===== src/hw/ssp_pkg.sv =====
// Package: register map, field positions and constants of the serial shift port
`default_nettype none
package ssp_pkg;
  // Register byte offsets (AXI4-Lite, one aligned word each)
  localparam logic [7:0] REG_CTRL_OFS   = 8'h00;
  localparam logic [7:0] REG_STATUS_OFS = 8'h04;
  localparam logic [7:0] REG_SHIFT_OFS  = 8'h08;
  localparam logic [7:0] REG_PORTCFG_OFS = 8'h0C;
  // Control register fields
  localparam int CTRL_RATE_LO_BIT = 0;
  localparam int CTRL_RATE_HI_BIT = 1;
  localparam int CTRL_ENABLE_BIT  = 2;
  // Status register fields
  localparam int STAT_BUSY_BIT    = 0;
  localparam int STAT_IEN_BIT     = 1;
  localparam int STAT_DONE_BIT    = 2;
  localparam int STAT_SKLVL_BIT   = 3;
  // Port configuration fields
  localparam int CFG_PIN4_BIT     = 4;
  localparam int CFG_PIN5_BIT     = 5;
  localparam int CFG_PIN6_BIT     = 6;
  // Reset values
  localparam logic [2:0] CTRL_RESET    = 3'h0;
  localparam logic [6:4] PORTCFG_RESET = 3'h0;
  localparam logic [7:0] SHIFT_RESET   = 8'h00;
  // Half-period counts of the shift clock in instruction cycles
  localparam logic [2:0] HALF_RATE0 = 3'h1;
  localparam logic [2:0] HALF_RATE1 = 3'h2;
  localparam logic [2:0] HALF_RATE2 = 3'h4;
  // Bits per transfer
  localparam logic [3:0] XFER_BITS = 4'h8;
  // AXI responses
  localparam logic [1:0] RESP_OKAY   = 2'b00;
  localparam logic [1:0] RESP_SLVERR = 2'b10;
  // Clock and instruction cycle
  localparam int MCLK_HZ      = 25_000_000;
  localparam int INSTR_NS     = 1000;
  localparam int MCLK_NS      = 40;
  localparam int INSTR_CYCLES = (INSTR_NS + MCLK_NS - 1) / MCLK_NS;
  // Helper: half period of the master shift clock from rate bits
  function automatic logic [2:0] half_count(input logic hi, input logic lo);
    if (hi) begin
      half_count = HALF_RATE2;
    end else if (lo) begin
      half_count = HALF_RATE1;
    end else begin
      half_count = HALF_RATE0;
    end
  endfunction : half_count
endpackage : ssp_pkg
`default_nettype wire


===== src/hw/ssp_shifter.sv =====
// Module: eight-bit shift engine driven by clock edge strobes
`default_nettype none
module ssp_shifter
  import ssp_pkg::*;
(
  // Clock and reset
  input  wire logic       i_clk,
  input  wire logic       i_rst,
  // Control
  input  wire logic       i_active,
  input  wire logic       i_alt_phase,
  input  wire logic       i_rise,
  input  wire logic       i_fall,
  input  wire logic       i_sdi,
  input  wire logic       i_load,
  input  wire logic [7:0] i_load_data,
  // Results
  output logic [7:0]      o_data,
  output logic            o_sdo,
  output logic            o_done
);
  logic [7:0] data_q, data_d;
  logic       samp_q, samp_d;
  logic       sdo_q, sdo_d;
  logic [3:0] cnt_q, cnt_d;
  logic       done_d;
  logic       samp_edge, drive_edge;

  // Sample and drive edges per phase
  always_comb begin
    samp_edge  = i_alt_phase ? i_fall : i_rise;
    drive_edge = i_alt_phase ? i_rise : i_fall;
  end

  // Next-state of the shift engine
  always_comb begin
    data_d = data_q;
    samp_d = samp_q;
    sdo_d  = sdo_q;
    cnt_d  = cnt_q;
    done_d = 1'b0;
    if (i_load) begin
      data_d = i_load_data;
      sdo_d  = i_load_data[7];
      cnt_d  = 4'h0;
    end else if (!i_active) begin
      cnt_d = 4'h0;
      sdo_d = data_q[7];
    end else begin
      if (samp_edge) begin
        samp_d = i_sdi;
      end
      // alternate phase drives top bit on rise
      if (i_alt_phase && drive_edge) begin
        sdo_d = data_q[7];
      end
      // shift on falling edge in both phases
      // Falling edge ends each bit, so the eighth bit lands in the same cycle as done
      if (i_fall) begin
        data_d = {data_q[6:0], (i_alt_phase ? i_sdi : samp_q)};
        cnt_d  = cnt_q + 4'h1;
        if (!i_alt_phase) begin
          sdo_d = data_q[6];
        end
        if (cnt_q + 4'h1 == XFER_BITS) begin
          done_d = 1'b1;
        end
      end
    end
  end

  // Engine registers
  always_ff @(posedge i_clk or posedge i_rst) begin
    if (i_rst) begin
      data_q <= SHIFT_RESET;
      samp_q <= 1'b0;
      sdo_q  <= 1'b0;
      cnt_q  <= 4'h0;
      o_done <= 1'b0;
    end else begin
      data_q <= data_d;
      samp_q <= samp_d;
      sdo_q  <= sdo_d;
      cnt_q  <= cnt_d;
      o_done <= done_d;
    end
  end

  assign o_data = data_q;
  assign o_sdo  = sdo_q;
endmodule : ssp_shifter
`default_nettype wire


===== src/hw/ssp_top.sv =====
// Module: serial shift port with AXI4-Lite registers
`default_nettype none
// What this block does
// - Eight-bit shift register with data in, data out and shift clock pins.
// - Master makes the shift clock; slave takes it from outside.
// - Port works only when enable bit set; enable routes pins.
// - Master rate: 00 two, 01 four, 1x eight instruction cycles.
// - Setting busy starts shifting; hardware clears busy after eight bits.
// - Software clearing busy stops shifting early.
// - Completion raises interrupt request when enabled.
// - Shift clock rests low when no transfer runs.
// - Master starts every exchange; slave never starts alone.
// - Pin five config picks master or slave; pin four off floats output.
// - Normal phase samples on rise, drives on fall.
// - Normal phase shifts register on each falling edge.
// - Alternate phase samples on fall, drives on rise.
// - Phase flag in pin six config bit selects alternate phase.
// - Phase flag resets cleared, normal phase.
module ssp_top
  import ssp_pkg::*;
(
  // Clock and reset
  input  wire logic        I_MCLK,
  input  wire logic        I_RST,
  // AXI4-Lite write address
  input  wire logic        I_AWVALID,
  output logic             O_AWREADY,
  input  wire logic [7:0]  I_AWADDR,
  // AXI4-Lite write data
  input  wire logic        I_WVALID,
  output logic             O_WREADY,
  input  wire logic [31:0] I_WDATA,
  input  wire logic [3:0]  I_WSTRB,
  // AXI4-Lite write response
  output logic             O_BVALID,
  input  wire logic        I_BREADY,
  output logic [1:0]       O_BRESP,
  // AXI4-Lite read address
  input  wire logic        I_ARVALID,
  output logic             O_ARREADY,
  input  wire logic [7:0]  I_ARADDR,
  // AXI4-Lite read data
  output logic             O_RVALID,
  input  wire logic        I_RREADY,
  output logic [31:0]      O_RDATA,
  output logic [1:0]       O_RRESP,
  // Serial pins
  input  wire logic        I_SDI,
  input  wire logic        I_SHIFT_CLOCK_PIN,
  output logic             O_SHIFT_CLOCK_PIN,
  output logic             O_SHIFT_CLOCK_PIN_OE_N,
  output logic             O_SDO,
  output logic             O_SDO_OE_N,
  // Completion request
  output logic             O_IRQ
);
  // Control and status state
  logic [2:0] ctrl_q, ctrl_d;
  logic [6:4] cfg_q, cfg_d;
  logic       busy_q, busy_d;
  logic       ien_q, ien_d;
  logic       done_q, done_d;
  logic       irq_q, irq_d;
  // Bus state
  logic       aw_q, aw_d, w_q, w_d, bv_q, bv_d, rv_q, rv_d;
  logic [7:0] awa_q, awa_d;
  logic [31:0] wd_q, wd_d, rd_q, rd_d;
  logic [3:0] ws_q, ws_d;
  logic [1:0] br_q, br_d, rr_q, rr_d;
  // Link clock sampling and generator
  logic       sk_s1_q, sk_s2_q, sk_s3_q;
  logic       sdi_s1_q, sdi_s2_q;
  logic [4:0] tc_q, tc_d;
  logic [2:0] hc_q, hc_d;
  logic       skm_q, skm_d;
  logic       tick;
  // Derived
  logic       enabled, master, active, sk_lvl, rise, fall;
  logic       wr_go, load, done_pulse;
  logic [7:0] shift_data;
  logic       sdo_w;

  // Two-stage synchronisers for pin inputs
  always_ff @(posedge I_MCLK or posedge I_RST) begin
    if (I_RST) begin
      sk_s1_q  <= 1'b0;
      sk_s2_q  <= 1'b0;
      sk_s3_q  <= 1'b0;
      sdi_s1_q <= 1'b0;
      sdi_s2_q <= 1'b0;
    end else begin
      sk_s1_q  <= I_SHIFT_CLOCK_PIN;
      sk_s2_q  <= sk_s1_q;
      sk_s3_q  <= sk_s2_q;
      sdi_s1_q <= I_SDI;
      sdi_s2_q <= sdi_s1_q;
    end
  end

  // Mode decode
  always_comb begin
    enabled = ctrl_q[CTRL_ENABLE_BIT];
    master  = enabled && cfg_q[CFG_PIN5_BIT];
    active  = enabled && busy_q;
    tick    = (tc_q == 5'(INSTR_CYCLES - 1));
  end

  // Instruction cycle divider and master clock generator
  always_comb begin
    tc_d  = tick ? 5'h0 : tc_q + 5'h1;
    hc_d  = hc_q;
    skm_d = skm_q;
    if (!(master && active)) begin
      skm_d = 1'b0;
      hc_d  = 3'h0;
    end else if (tick) begin
      if (hc_q + 3'h1 >= half_count(ctrl_q[CTRL_RATE_HI_BIT], ctrl_q[CTRL_RATE_LO_BIT])) begin
        hc_d  = 3'h0;
        skm_d = ~skm_q;
      end else begin
        hc_d = hc_q + 3'h1;
      end
    end
  end

  always_comb begin
    sk_lvl = master ? skm_q : sk_s2_q;
    rise   = master ? (skm_d & ~skm_q) : (sk_s2_q & ~sk_s3_q);
    fall   = master ? (~skm_d & skm_q) : (~sk_s2_q & sk_s3_q);
  end

  // Pin drive, output enables active low
  always_comb begin
    O_SHIFT_CLOCK_PIN      = skm_q;
    O_SHIFT_CLOCK_PIN_OE_N = ~master;
    O_SDO                  = sdo_w;
    // output floats unless enabled with pin four set
    O_SDO_OE_N             = ~(enabled && cfg_q[CFG_PIN4_BIT]);
    O_IRQ                  = irq_q;
  end

  ssp_shifter u_shift (
    .i_clk       (I_MCLK),
    .i_rst       (I_RST),
    .i_active    (active),
    .i_alt_phase (cfg_q[CFG_PIN6_BIT]),
    .i_rise      (rise),
    .i_fall      (fall),
    .i_sdi       (sdi_s2_q),
    .i_load      (load),
    .i_load_data (wd_q[7:0]),
    .o_data      (shift_data),
    .o_sdo       (sdo_w),
    .o_done      (done_pulse)
  );

  // AXI4-Lite slave next state
  always_comb begin
    aw_d  = aw_q;
    awa_d = awa_q;
    w_d   = w_q;
    wd_d  = wd_q;
    ws_d  = ws_q;
    bv_d  = bv_q;
    br_d  = br_q;
    rv_d  = rv_q;
    rd_d  = rd_q;
    rr_d  = rr_q;
    wr_go = 1'b0;
    // Address and data refused while a write answer is pending
    O_AWREADY = !aw_q && !bv_q;
    O_WREADY  = !w_q && !bv_q;
    O_ARREADY = !rv_q;
    if (I_AWVALID && O_AWREADY) begin
      aw_d  = 1'b1;
      awa_d = I_AWADDR;
    end
    if (I_WVALID && O_WREADY) begin
      w_d  = 1'b1;
      wd_d = I_WDATA;
      ws_d = I_WSTRB;
    end
    if (aw_q && w_q && !bv_q) begin
      wr_go = 1'b1;
      aw_d  = 1'b0;
      w_d   = 1'b0;
      bv_d  = 1'b1;
      br_d  = (awa_q[7:2] <= REG_PORTCFG_OFS[7:2]) ? RESP_OKAY : RESP_SLVERR;
    end
    if (bv_q && I_BREADY) begin
      bv_d = 1'b0;
    end
    if (I_ARVALID && O_ARREADY) begin
      rv_d = 1'b1;
      rr_d = RESP_OKAY;
      rd_d = 32'h0000_0000;
      unique case ({I_ARADDR[7:2], 2'b00})
        REG_CTRL_OFS:    rd_d[2:0] = ctrl_q;
        REG_STATUS_OFS:  rd_d[3:0] = {sk_lvl, done_q, ien_q, busy_q};
        REG_SHIFT_OFS:   rd_d[7:0] = shift_data;
        REG_PORTCFG_OFS: rd_d[6:4] = cfg_q;
        default:         rr_d = RESP_SLVERR;
      endcase
    end else if (rv_q && I_RREADY) begin
      rv_d = 1'b0;
    end
  end

  // Register writes and hardware updates
  always_comb begin
    ctrl_d = ctrl_q;
    cfg_d  = cfg_q;
    busy_d = busy_q;
    ien_d  = ien_q;
    done_d = done_q;
    irq_d  = 1'b0;
    // load only meaningful with clock low
    load = wr_go && ws_q[0] && awa_q[7:2] == REG_SHIFT_OFS[7:2];
    if (wr_go && ws_q[0]) begin
      if (awa_q[7:2] == REG_CTRL_OFS[7:2]) begin
        ctrl_d = wd_q[2:0];
      end
      if (awa_q[7:2] == REG_PORTCFG_OFS[7:2]) begin
        cfg_d = wd_q[6:4];
      end
      if (awa_q[7:2] == REG_STATUS_OFS[7:2]) begin
        busy_d = wd_q[STAT_BUSY_BIT];
        ien_d  = wd_q[STAT_IEN_BIT];
        if (wd_q[STAT_DONE_BIT]) done_d = 1'b0;
      end
    end
    // hardware clears busy after eight bits
    if (done_pulse) begin
      busy_d = 1'b0;
      done_d = 1'b1;
      irq_d  = ien_q;
    end
  end

  // State registers
  always_ff @(posedge I_MCLK or posedge I_RST) begin
    if (I_RST) begin
      ctrl_q <= CTRL_RESET;
      cfg_q  <= PORTCFG_RESET;
      busy_q <= 1'b0;
      ien_q  <= 1'b0;
      done_q <= 1'b0;
      irq_q  <= 1'b0;
      aw_q   <= 1'b0;
      awa_q  <= 8'h00;
      w_q    <= 1'b0;
      wd_q   <= 32'h0000_0000;
      ws_q   <= 4'h0;
      bv_q   <= 1'b0;
      br_q   <= RESP_OKAY;
      rv_q   <= 1'b0;
      rd_q   <= 32'h0000_0000;
      rr_q   <= RESP_OKAY;
      tc_q   <= 5'h00;
      hc_q   <= 3'h0;
      skm_q  <= 1'b0;
    end else begin
      ctrl_q <= ctrl_d;
      cfg_q  <= cfg_d;
      busy_q <= busy_d;
      ien_q  <= ien_d;
      done_q <= done_d;
      irq_q  <= irq_d;
      aw_q   <= aw_d;
      awa_q  <= awa_d;
      w_q    <= w_d;
      wd_q   <= wd_d;
      ws_q   <= ws_d;
      bv_q   <= bv_d;
      br_q   <= br_d;
      rv_q   <= rv_d;
      rd_q   <= rd_d;
      rr_q   <= rr_d;
      tc_q   <= tc_d;
      hc_q   <= hc_d;
      skm_q  <= skm_d;
    end
  end

  assign O_BVALID = bv_q;
  assign O_BRESP  = br_q;
  assign O_RVALID = rv_q;
  assign O_RDATA  = rd_q;
  assign O_RRESP  = rr_q;
endmodule : ssp_top
`default_nettype wire


===== config.mk =====
export PLATFORM = sky130hd
export DESIGN_NAME = ssp_top
export DESIGN_NICKNAME = d
export VERILOG_FILES = /design/src/hw/ssp_pkg.sv /design/src/hw/ssp_shifter.sv /design/src/hw/ssp_top.sv
export SDC_FILE = /design/constraint.sdc
export NUM_CORES = 1
export LEC_CHECK = 0
export BUFFER_PORTS_ARGS = -buffer_cell sky130_fd_sc_hd__clkbuf_2
export CORE_UTILIZATION = 53
export CTS_BUF_LIST = sky130_fd_sc_hd__clkbuf_2
export DETAILED_ROUTE_END_ITERATION = 6
export PLACE_DENSITY = 0.91
export SLEW_MARGIN = 20
export SYNTH_ARGS = -nofsm -noshare
export SYNTH_HDL_FRONTEND = slang
export SYNTH_SLANG_ARGS = --single-unit

===== constraint.sdc =====
create_clock -name I_MCLK -period 3.19 [get_ports I_MCLK]
set_input_delay 0.638 -clock I_MCLK [delete_from_list [all_inputs] [get_ports I_MCLK]]
set_output_delay 0.638 -clock I_MCLK [all_outputs]
set_load 0.02 [all_outputs]

==> run summary <==
IO Port Bufs -> 49
critical path, cell by cell -> ha_1 -> xor2_1 -> ha_1 -> a21o_1 -> a31oi_2 -> o41ai_1 -> buf_4 -> nor2_1 -> a211oi_2 -> mux2_4
grt ovf -> 0
DR WL met3 -> 332 um
initial detailed-routing violation count -> 150
Final Hold Viols -> 0
Top Metal Used -> met4
clock root buffer master -> clkbuf_2
minimum clock period -> 2750 ps
Cells after Synth -> 310
#FFs+latches synth -> 68
Max-Cap Viols -> 0
final clock skew -> 26.8 ps
asr flop ratio synth -> 100%
drt wl/cell -> 13.9 um
combinational share of power -> 21.6%
WS Path Type -> flip-flop to flip-flop
Synth Area per Inst -> 10.8 um2
Slew Viols, Final -> 0
met2 wire length -> 2880 um
RePlAce Congestion -> 0.790
Slew @ Worst Pin -> 744 ps
sw frac -> 31.7%
Die Wd -> 81.6 um
most instantiated cells after synthesis -> dfrtp_1 (68), buf_4 (27), nor2_1 (26)
slowest CP cell -> dfrtp_1
critical path arrival -> 3140 ps
Req. time, crit path -> 3590 ps
num ports -> 107
H-tree lvl count -> 3
top_reg_cell synth -> dfrtp_1
Psw -> 0.756 mW
YS warnings -> 0
DRC viols -> 0
DR vias/cell -> 5.27
clock sinks -> 68
Most common cell on crit path -> ha_1
1st-pass router iterations -> 5
hpwl dp -> 4650 um
reg-to-reg endpoint -> u_shift.samp_q$_DFFE_PP0P_
DIE AREA -> 0.00665 mm2
Final setup viols -> 0
Max FO, Critical Path -> 9
cell with the most instances after synthesis -> dfrtp_1
Critical Path Start -> hc_q[0]$_DFFE_PP0P_
Tot Pwr -> 2.39 mW
RSZ-0062 raised after global routing -> no
Leak -> 1.87 nW
cts hold-fix bufs -> 0
period utilization -> 86.1%
area leader, netlist -> dfrtp_1
Core ar. -> 0.00603 mm2
r2r worst-path depth -> 10
die height -> 81.6 um
Initial Util -> 55.7%
clock power share -> 26.5%
layout cell share with drive strength beyond 1 -> 26.0%
Tot GR Track Use -> 20.8%
vias in the first global route -> 2279
Post-DRT Antenna Nets -> 0
antenna violations before repair -> 0
PD cells -> 643 mW/mm2
first-pass GRT wire length -> 10300 um
clock tree buffer depth -> 2
Unique masters post-synth -> 46
number of enable flip-flop cells after synthesis -> 0
routed vias -> 2326
total CTS buffers -> 9
Pint -> 1.63 mW
maximum VDD drop -> 410 uV
wl on met1 -> 2850 um
Setup Fix Bufs, Post-CTS -> 0
P&R area growth vs syn -> 10.6%
Clock transition at path regs -> 190 ps
r2r setup slk -> 440 ps
post-CTS sizing -> 0
dpl cells -> 425
Skew-Pair Late Insertion Delay -> 490 ps
site row count -> 28
Synth area leaders -> dfrtp_1 (51%), mux2_2 (7.0%), buf_4 (6.0%), mux2i_1 (4.5%), ha_1 (3.0%)
setup_tns -> 0 ps
post-synthesis sequential area ratio -> 50.7%
Post-Syn Area -> 0.00336 mm2
worst stage delay on the critical path -> 460 ps
Yosys top cell area share -> 50.7%
ant diodes -> 0
fin nets -> 430
reg-to-reg startpoint -> hc_q[0]$_DFFE_PP0P_
critical path launch point type -> flip-flop
Total Wirelength -> 6150 um
outcome -> finished clean
Slew HR -> 50.4%
Flop pwr share -> 51.9%
HP Class -> input pin to asynchronous set/reset pin
Final Non-Filler Cells -> 441
FMAX -> 364 MHz
pin count of the biggest net entering global routing -> 38
CTS tree -> done
element type at the critical path end -> flip-flop
[routing by layer]
layer / vias up / track usage [%]
li1: 1130 / -
met1: 1103 / 27.0
met2: 84 / 32.8
met3: 9 / 5.22
met4: 0 / 9.12
met5: - / 0
[how the worst max path moves through the flow]
| stage | to | cells after the start | slack [ps] |
|---|---|---|---|
| 6_report | u_shift.samp_q$_DFFE_PP0P_ | 10 | 440 |
| 5_1_grt | u_shift.samp_q$_DFFE_PP0P_ | 10 | 300 |
| 4_1_cts | u_shift.samp_q$_DFFE_PP0P_ | 10 | 440 |
| 3_5_place_dp | u_shift.samp_q$_DFFE_PP0P_ | 10 | 490 |
| 3_3_place_gp | u_shift.samp_q$_DFFE_PP0P_ | 10 | 530 |
| 2_1_floorplan | u_shift.samp_q$_DFFE_PP0P_ | 9 | 700 |
[cells in the final DEF (no fill, tap or decap), types with 2 or more instances in the layout]
cell type,n
clkbuf_2,59
dfrtp_1,68
a21o_1,2
xnor2_1,3
clkinv_1,2
inv_1,10
nor2b_1,2
mux2_2,21
conb_1,26
or3_1,3
nand4b_1,2
nand2b_1,3
a21oi_1,19
nand2_1,23
nand3_1,7
and3_1,2
ha_1,8
xor2_1,4
a22o_1,5
and4b_1,2
nor3_1,2
and2_1,3
nand3b_1,4
buf_4,3
a31oi_1,3
nor2_1,26
bufinv_16,3
nand4_1,2
o21ai_0,16
mux2i_1,15
[critical path, delay by kind of cell (launching register included)]
family	cells	cell delay, ps
mux	1	320
simple gates	1	50
buf+inv	1	190
compound gates	4	900
xor+xnor	1	180
flops	1	460
fa+ha+maj	2	560
[flip-flops by register name, indices dropped and copies added, names as in the netlist, 3 cells and up]
signal and flops:
O_RDATA 8, awa_q 6, cfg_q 3, ctrl_q 3
hc_q 3, tc_q 5, u_shift.cnt_q 4, u_shift.o_data 8
wd_q 8
[metrics by stage]
| stage | utilization (%) | setup slack [ps] | instance area [um2] | hold slack, ps |
|---|---|---|---|---|
| global placement | 59.1 | 529 | 3560 | 335 |
| global route | 61.6 | 301 | 3710 | 188 |
| detailed placement | 59.1 | 492 | 3560 | 335 |
| finish | 61.6 | 444 | 3710 | 233 |
| floorplan | - | 703 | 3450 | 331 |
| CTS | 61.6 | 444 | 3710 | 205 |
[cell families (layout without fill, tap and decap cells)]
logic type | after synthesis | in the layout | synth area share (%)
AND/OR/NAND/NOR | 89 | 89 | 14.2
flip-flops | 68 | 68 | 50.7
buffers and inverters | 48 | 79 | 8.72
adder cells (fa/ha/maj) | 8 | 8 | 2.98
AO/OA/AOI/OAI | 52 | 52 | 9.47
XOR/XNOR | 7 | 7 | 1.83
multiplexers | 37 | 37 | 12.0
other | 1 | 26 | 0.112
[power by group through the flow]
stage	registers [mW]	logic, mW	clock network (mW)
global placement	1.24	0.496	0
global route	1.27	0.575	0.675
CTS	1.24	0.523	0.642
finish	1.24	0.517	0.632
floorplan	1.21	0.433	0
detailed placement	1.26	0.522	0
[area by class of cell]
type                            count  area, um2
Fill cell                         479       2310
Sequential cell                    68       1700
Multi-Input combinational cell    219       1460
Timing Repair Buffer               52        268
Clock inverter                      6        103
Tap cell                           75       93.8
Clock buffer                       10       50.0
Inverter                           11       41.3
No activity file was read; power rests on OpenSTA's default activity.
